**src/rtl/vpic_pkg.sv**
```systemverilog
// Purpose: shared constants, types and functions of the vectored interrupt controller
// Assumes: 32 sources, eight priority levels, one 100 MHz clock
// Notes: trigger codes shared by all source stages
package vpic_pkg;

    localparam int NUM_SRC = 32;
    localparam int PRIO_W = 3;
    localparam int SRC_W = 5;
    localparam int STACK_DEPTH = 8;
    localparam int DEPTH_W = 4;

    // Sources wired to pins rather than on-chip logic
    localparam logic [31:0] EXT_SRC_MASK = 32'hC000_0001;
    localparam logic [31:0] MASK_RESET = 32'h0000_0000;
    localparam logic [PRIO_W-1:0] LEVEL_RESET = 3'h0;
    localparam logic [SRC_W-1:0] SRC_RESET = 5'h00;
    localparam logic [SRC_W-1:0] FAST_SRC = 5'h00;

    // Trigger field: bit 0 selects edge, bit 1 selects active-high
    localparam logic [1:0] TRIG_LOW_LEVEL = 2'h0;
    localparam logic [1:0] TRIG_FALL_EDGE = 2'h1;
    localparam logic [1:0] TRIG_HIGH_LEVEL = 2'h2;
    localparam logic [1:0] TRIG_RISE_EDGE = 2'h3;
    localparam int TRIG_EDGE_BIT = 0;
    localparam int TRIG_POL_BIT = 1;

    typedef logic [SRC_W+PRIO_W-1:0] vpic_entry_t;

    // Priority of one source out of the packed field vector
    function automatic logic [PRIO_W-1:0] vpic_prio(input logic [95:0] pv, input int idx);
        vpic_prio = pv[idx*PRIO_W +: PRIO_W];
    endfunction

    // Highest level wins, lowest number among equals
    function automatic logic [SRC_W-1:0] vpic_best(input logic [31:0] cand,
                                                  input logic [95:0] pv);
        logic [SRC_W-1:0] b;
        logic [PRIO_W-1:0] bl;
        logic found;
        b = SRC_RESET;
        bl = LEVEL_RESET;
        found = 1'b0;
        for (int i = 0; i < NUM_SRC; i++) begin
            if (cand[i] && (!found || vpic_prio(pv, i) > bl)) begin
                b = SRC_W'(i);
                bl = vpic_prio(pv, i);
                found = 1'b1;
            end
        end
        vpic_best = b;
    endfunction

endpackage

```
**src/rtl/vpic_ctrl.sv**
```systemverilog
// Purpose: vectored priority interrupt controller, 32 sources, eight levels
// Assumes: command strobes last one cycle, one command per cycle
// Notes: disable wins over enable in the same cycle
`timescale 1ns/1ps
module vpic_ctrl (
    // Clock and reset
    input wire logic clk_in,
    input wire logic rst_in,
    // Interrupt sources
    input wire logic fast_source_in,
    input wire logic aggregate_platform_source_in,
    input wire logic [31:2] peripheral_sources_in,
    // Source configuration
    input wire logic [63:0] trigger_type_in,
    input wire logic [95:0] priority_level_in,
    input wire logic [31:0] fast_force_in,
    // Command strobes
    input wire logic enable_cmd_wr_in,
    input wire logic disable_cmd_wr_in,
    input wire logic set_cmd_wr_in,
    input wire logic clear_cmd_wr_in,
    input wire logic [31:0] cmd_data_in,
    input wire logic vector_rd_in,
    input wire logic fast_vector_rd_in,
    input wire logic end_of_service_wr_in,
    // Core request lines
    output logic normal_request_n_out,
    output logic fast_request_n_out,
    // Status
    output logic [31:0] mask_status_out,
    output logic [31:0] pending_status_out,
    output logic [vpic_pkg::SRC_W-1:0] current_source_out,
    output logic [1:0] core_line_status_out,
    output logic [vpic_pkg::SRC_W-1:0] vector_data_out
);
    import vpic_pkg::*;

    logic [31:0] raw, pend, is_edge, set_v, clr_v, cand, higher;
    logic [31:0] mask_q, mask_d;
    logic [SRC_W-1:0] cur_src_q, cur_src_d, vec_q, vec_d, best;
    logic [PRIO_W-1:0] cur_lvl_q, cur_lvl_d, best_lvl;
    logic in_srv_q, in_srv_d, take, push, pop;
    logic normal_request_n_q, normal_request_n_d, fast_request_n_q, fast_request_n_d;
    vpic_entry_t top;
    logic [DEPTH_W-1:0] depth;

    ////////////////////////////////////////////////////////////////////
    // Source stages
    assign raw = {peripheral_sources_in, aggregate_platform_source_in, fast_source_in};

    always_comb begin
        set_v = set_cmd_wr_in ? cmd_data_in : 32'h0000_0000;
        clr_v = clear_cmd_wr_in ? cmd_data_in : 32'h0000_0000;
        if (take && !fast_force_in[best]) begin
            clr_v[best] = 1'b1;
        end
        if (fast_vector_rd_in) begin
            clr_v[FAST_SRC] = 1'b1;
        end
    end

    for (genvar g = 0; g < NUM_SRC; g++) begin : g_src
        vpic_src_stage #(
            .IS_EXT(EXT_SRC_MASK[g])
        ) u_stage (
            .clk_in(clk_in),
            .rst_in(rst_in),
            .raw_in(raw[g]),
            .trig_in(trigger_type_in[2*g +: 2]),
            .set_in(set_v[g]),
            .clr_in(clr_v[g]),
            .pend_out(pend[g]),
            .is_edge_out(is_edge[g])
        );
    end

    ////////////////////////////////////////////////////////////////////
    // Mask
    always_comb begin
        mask_d = mask_q;
        if (enable_cmd_wr_in) begin
            mask_d = mask_d | cmd_data_in;
        end
        if (disable_cmd_wr_in) begin
            mask_d = mask_d & ~cmd_data_in;
        end
    end

    always_ff @(posedge clk_in) begin
        if (rst_in) begin
            mask_q <= MASK_RESET;
        end else begin
            mask_q <= mask_d;
        end
    end

    ////////////////////////////////////////////////////////////////////
    // Priority resolution and service state
    always_comb begin
        cand = pend & mask_q & ~fast_force_in;
        cand[FAST_SRC] = 1'b0;
        best = vpic_best(cand, priority_level_in);
        best_lvl = vpic_prio(priority_level_in, int'(best));
        take = vector_rd_in && (cand != 32'h0000_0000);
        push = take && in_srv_q;
        pop = end_of_service_wr_in && !take;
        cur_src_d = cur_src_q;
        cur_lvl_d = cur_lvl_q;
        in_srv_d = in_srv_q;
        vec_d = vec_q;
        if (take) begin
            cur_src_d = best;
            cur_lvl_d = best_lvl;
            in_srv_d = 1'b1;
            vec_d = best;
        end else if (pop) begin
            if (depth != 4'h0) begin
                cur_src_d = top[PRIO_W +: SRC_W];
                cur_lvl_d = top[PRIO_W-1:0];
            end else begin
                in_srv_d = 1'b0;
            end
        end
        for (int i = 0; i < NUM_SRC; i++) begin
            higher[i] = cand[i] && (!in_srv_d || vpic_prio(priority_level_in, i) > cur_lvl_d);
        end
        // Taken source itself never outranks its own level
        normal_request_n_d = (higher == 32'h0000_0000);
        fast_request_n_d = !(|(pend & mask_q & (fast_force_in | 32'h0000_0001)));
    end

    vpic_stack u_stack (
        .clk_in(clk_in),
        .rst_in(rst_in),
        .push_in(push),
        .pop_in(pop),
        .push_data_in({cur_src_q, cur_lvl_q}),
        .top_out(top),
        .depth_out(depth)
    );

    always_ff @(posedge clk_in) begin
        if (rst_in) begin
            cur_src_q <= SRC_RESET;
            cur_lvl_q <= LEVEL_RESET;
            in_srv_q <= 1'b0;
            vec_q <= SRC_RESET;
            normal_request_n_q <= 1'b1;
            fast_request_n_q <= 1'b1;
        end else begin
            cur_src_q <= cur_src_d;
            cur_lvl_q <= cur_lvl_d;
            in_srv_q <= in_srv_d;
            vec_q <= vec_d;
            normal_request_n_q <= normal_request_n_d;
            fast_request_n_q <= fast_request_n_d;
        end
    end

    ////////////////////////////////////////////////////////////////////
    // Outputs
    assign normal_request_n_out = normal_request_n_q;
    assign fast_request_n_out = fast_request_n_q;
    assign mask_status_out = mask_q;
    assign pending_status_out = pend;
    assign current_source_out = cur_src_q;
    assign core_line_status_out = {fast_request_n_q, normal_request_n_q};
    assign vector_data_out = vec_q;

    logic [31:0] beaten, above;

    // Independent view of the resolver for the checks below
    always_comb begin
        for (int i = 0; i < NUM_SRC; i++) begin
            beaten[i] = cand[i] && (vpic_prio(priority_level_in, i) > best_lvl
                || (vpic_prio(priority_level_in, i) == best_lvl && i < int'(best)));
            above[i] = cand[i] && vpic_prio(priority_level_in, i) > cur_lvl_q;
        end
    end
endmodule

```
**src/rtl/vpic_src_stage.sv**
```systemverilog
// Purpose: input stage of one interrupt source
// Assumes: set and clear are one-cycle strobes on clk_in
// Notes: external stages carry a two-flop synchroniser
`timescale 1ns/1ps
module vpic_src_stage #(
    parameter bit IS_EXT = 1'b0
) (
    // Clock and reset
    input wire logic clk_in,
    input wire logic rst_in,
    // Source and control
    input wire logic raw_in,
    input wire logic [1:0] trig_in,
    input wire logic set_in,
    input wire logic clr_in,
    // Detected activity
    output logic pend_out,
    output logic is_edge_out
);
    import vpic_pkg::*;

    logic sync1_q, sync2_q, prev_q, prev_d, latch_q, latch_d, lvl, active, is_edge;

    // Pin synchroniser
    always_ff @(posedge clk_in) begin
        if (rst_in) begin
            sync1_q <= 1'b0;
            sync2_q <= 1'b0;
        end else begin
            sync1_q <= raw_in;
            sync2_q <= sync1_q;
        end
    end

    always_comb begin
        lvl = IS_EXT ? sync2_q : raw_in;
        is_edge = trig_in[TRIG_EDGE_BIT];
        // Internal sources are always active high
        active = (IS_EXT && !trig_in[TRIG_POL_BIT]) ? !lvl : lvl;
        prev_d = active;
        latch_d = latch_q;
        if (!is_edge) begin
            latch_d = 1'b0;
        end else begin
            if (clr_in) begin
                latch_d = 1'b0;
            end
            if (set_in || (active && !prev_q)) begin
                latch_d = 1'b1;
            end
        end
    end

    always_ff @(posedge clk_in) begin
        if (rst_in) begin
            prev_q <= 1'b0;
            latch_q <= 1'b0;
        end else begin
            prev_q <= prev_d;
            latch_q <= latch_d;
        end
    end

    assign pend_out = is_edge ? latch_q : active;
    assign is_edge_out = is_edge;

endmodule

```
**src/rtl/vpic_stack.sv**
```systemverilog
// Purpose: nesting stack of source number and level
// Assumes: push and pop never in the same cycle
// Notes: push when full is dropped
`timescale 1ns/1ps
module vpic_stack (
    // Clock and reset
    input wire logic clk_in,
    input wire logic rst_in,
    // Stack access
    input wire logic push_in,
    input wire logic pop_in,
    input wire vpic_pkg::vpic_entry_t push_data_in,
    output vpic_pkg::vpic_entry_t top_out,
    output logic [vpic_pkg::DEPTH_W-1:0] depth_out
);
    import vpic_pkg::*;

    vpic_entry_t mem_q [STACK_DEPTH];
    vpic_entry_t mem_d [STACK_DEPTH];
    logic [DEPTH_W-1:0] depth_q, depth_d;

    always_comb begin
        mem_d = mem_q;
        depth_d = depth_q;
        if (push_in && depth_q < DEPTH_W'(STACK_DEPTH)) begin
            mem_d[depth_q[2:0]] = push_data_in;
            depth_d = depth_q + 4'h1;
        end else if (pop_in && depth_q != 4'h0) begin
            depth_d = depth_q - 4'h1;
        end
    end

    always_ff @(posedge clk_in) begin
        if (rst_in) begin
            depth_q <= 4'h0;
            for (int i = 0; i < STACK_DEPTH; i++) begin
                mem_q[i] <= '0;
            end
        end else begin
            depth_q <= depth_d;
            mem_q <= mem_d;
        end
    end

    assign top_out = (depth_q == 4'h0) ? '0 : mem_q[3'(depth_q - 4'h1)];
    assign depth_out = depth_q;

endmodule
```
**config.mk**
```make
export PLATFORM = sky130hd
export DESIGN_NAME = vpic_ctrl
export DESIGN_NICKNAME = d
export VERILOG_FILES = /design/src/rtl/vpic_pkg.sv /design/src/rtl/vpic_ctrl.sv /design/src/rtl/vpic_src_stage.sv /design/src/rtl/vpic_stack.sv
export SDC_FILE = /design/constraint.sdc
export NUM_CORES = 1
export LEC_CHECK = 0
export CAP_MARGIN = 20
export CORE_MARGIN = 2
export CORE_UTILIZATION = 45
export CTS_BUF_LIST = sky130_fd_sc_hd__clkbuf_8 sky130_fd_sc_hd__clkbuf_16
export DETAILED_ROUTE_END_ITERATION = 16
export DONT_BUFFER_PORTS = 1
export PLACE_DENSITY_LB_ADDON = 0.25
export SLEW_MARGIN = 20
export SYNTH_ARGS = -nofsm -noshare
export SYNTH_HDL_FRONTEND = slang
export SYNTH_HIERARCHICAL = 1
export SYNTH_SLANG_ARGS = --single-unit
```
**constraint.sdc**
```tcl
create_clock -name clk_in -period 85.1 [get_ports clk_in]
set_input_delay 17.02 -clock clk_in [delete_from_list [all_inputs] [get_ports clk_in]]
set_output_delay 17.02 -clock clk_in [all_outputs]
set_load 0.005 [all_outputs]
```
==> flow_summary.toml <==
[route]
wl_per_cell_um = 26.5
vias_per_cell = 6.59
drc = 0
first_pass_iters = 6
via_count = 15933
final_antenna_net_count = 0
wl_um = 64000
drt_iter0_drc = 1459

[critical_path]
required_ps = 85470
critPathSlowestCell = "o21ai_0"
crit_arrival_ps = 71070
worstSetupPathType = "input port to flip-flop"
crit_fanout = 15
cp-start-kind = "input port"
max_stage_delay_ps = 720
crit_path_frequent_cell = "a21oi_1"
end_kind = "flip-flop"

[power]
power.internal_mw = 0.194
power.density_nw_per_um2 = 19.3
power.net_switching_mw = 0.138
p_leak_nw = 7.50
seq_power_share_pct = 29.6
clock_power_share_pct = 23.1
vdd_drop_max_uv = 15.6
p_total_mw = 0.332
p_comb_share_pct = 47.3
p_sw_share_pct = 41.5

[sta]
worst_slew_pin_slew_ps = 1110
setup_tns_ps = 0
finalCritPeriodShare_pct = 83.1
period_needed_ps = 70700
holdWs_ps = 449
max_clock_freq_ghz = 0.0141
clock_skew_ps = 11.9
rsz0062_at_grt = "no"
slew_viol_final = 0
maxSlewHeadroom_pct = 25.9
finalSetupViolCount = 0
hold_viol = 0

[yosys]
syn_inst = 1983
yosysWarnings = 6
netlist_area_um2 = 16200
syn_avg_cell_area_um2 = 8.19
syn_nets = 2410

[layout]
antenna_cells = 0
multiInputGateArea_um2 = 11700
finalNonFillerCells = 2418
fin_nets = 2372
stdcell_area_um2 = 17200
regArea_um2 = 3720
nFillCells = 3493
synthToLayoutAreaGrowth_pct = 5.79
drive_gt1_share_pct = 8.38

[floorplan]
die_x_um = 194
ios = 343
rows = 69
die_h_um = 194
initial_core_util_pct = 45.7
core_area_um2 = 35600
die_area_um2 = 37600

[cts]
cts_root_buf = "clkbuf_16"
postCtsSetupBuffers = 0
clock_latency_ps = 430
postCtsHoldBufs = 0
cts_tree = "done"
post_cts_resized = 0
cts_max_level = 4
clk_transition_reported_paths_ps = 70
ctsLongestPathBuffers = 2
cts_made_buffers = 17
clock-sinks = 186

[status]
outcome = "finished, final reports clean"

[global_routing]
overflow = 0
grt_pass1_vias = 15292
antenna_found_initial = 0
grt_max_degree = 183
grt_first_pass_wirelength_um = 95100
track_usage_pct = 32.8

[placed_design]
port_buffers = 0
hpwl_um = 50400
dpl.cell_count = 2386
gp_congestion = 0.997
dpl_cell_area_um2 = 16600

[min_path]
hold_path_class = "flip-flop to flip-flop"

[run]
drv_cap = 0
flip-flops by register name, summed over array words and instances, names as in the netlist:
name	cells
u_stack/mem_q	64
g_src.u_stage/latch_q	32
g_src.u_stage/prev_q	32
mask_status_out	32
current_source_out	5
vector_data_out	5
u_stack/depth_out	4
cur_lvl_q	3
g_src.u_stage/lvl	3
g_src.u_stage/sync1_q	3
fast_request_n_out	1
in_srv_q	1
normal_request_n_out	1
final timing paths:
| kind | startpoint | to | slack, ps | cells after the start |
|---|---|---|---|---|
| max | trigger_type_in[2] | normal_request_n_out | 14400 | 228 |
| min | g_src[0].u_stage/sync1_q | g_src[0].u_stage/lvl | 450 | 1 |
| max reg2reg | g_src[1].u_stage/latch_q | normal_request_n_out | 30740 | 228 |
| min reg2reg | g_src[0].u_stage/sync1_q | g_src[0].u_stage/lvl | 450 | 1 |
area by class of cell:
class / instances / share of cell area (%)
multi-input combinational: 1588 / 68.0
clock inverter: 13 / 0.677
tap: 461 / 3.36
timing repair buffer: 15 / 0.699
sequential: 186 / 21.7
inverter: 137 / 2.99
clock buffer: 18 / 2.56
worst max-delay path, delay by kind of cell:
family / cells / cell delay [ps]
buffers and inverters: 8 / 1260
and+or+nand+nor: 54 / 10430
muxes: 8 / 2930
adders and majority gates: 32 / 9400
AOI/OAI and AO/OA: 126 / 29990
cell usage in the layout, fill, tap and decap left out, types with 14 or more instances in the layout:
master / instances
dfxtp_1: 186
mux4_2: 16
nand2_1: 122
o311a_1: 34
a211oi_1: 42
a31oi_1: 47
a21o_1: 51
clkbuf_16: 17
nor2_1: 167
nor3_1: 28
a22oi_1: 14
o21ai_0: 102
and2_1: 47
mux2i_1: 80
mux2_2: 42
a22o_1: 34
nand3_1: 54
inv_1: 138
nor2b_1: 109
buf_4: 14
nand4_1: 20
a21oi_1: 147
ha_1: 162
routing by layer:
metal | wire length (µm) | share of wire [%] | global-route usage, % | up-vias
li1 | - | - | - | 7337
met1 | 25200 | 39 | 41.3 | 7595
met2 | 29200 | 46 | 53.7 | 847
met3 | 6410 | 10 | 7.44 | 154
met4 | 3100 | 4.8 | 14.4 | 0
met5 | 0 | 0 | 0 | -
through the flow:
step | worst slack [ps] | utilization [%]
after CTS | 15400 | 48.3
after detailed placement | 15110 | 46.7
after floorplan | 23340 | -
after global placement | 15570 | 46.7
after global routing | 11220 | 48.3
final | 14400 | 48.3
power groups by stage:
stage                     logic [mW]  registers (mW)  clock network, mW
after floorplan                0.116          0.0964                  0
after global placement         0.149           0.100                  0
after detailed placement       0.154           0.100                  0
after CTS                      0.154          0.0983             0.0782
after global routing           0.173          0.0991             0.0822
final                          0.157          0.0984             0.0766
Note: power is estimated with default switching activity, not from simulation.
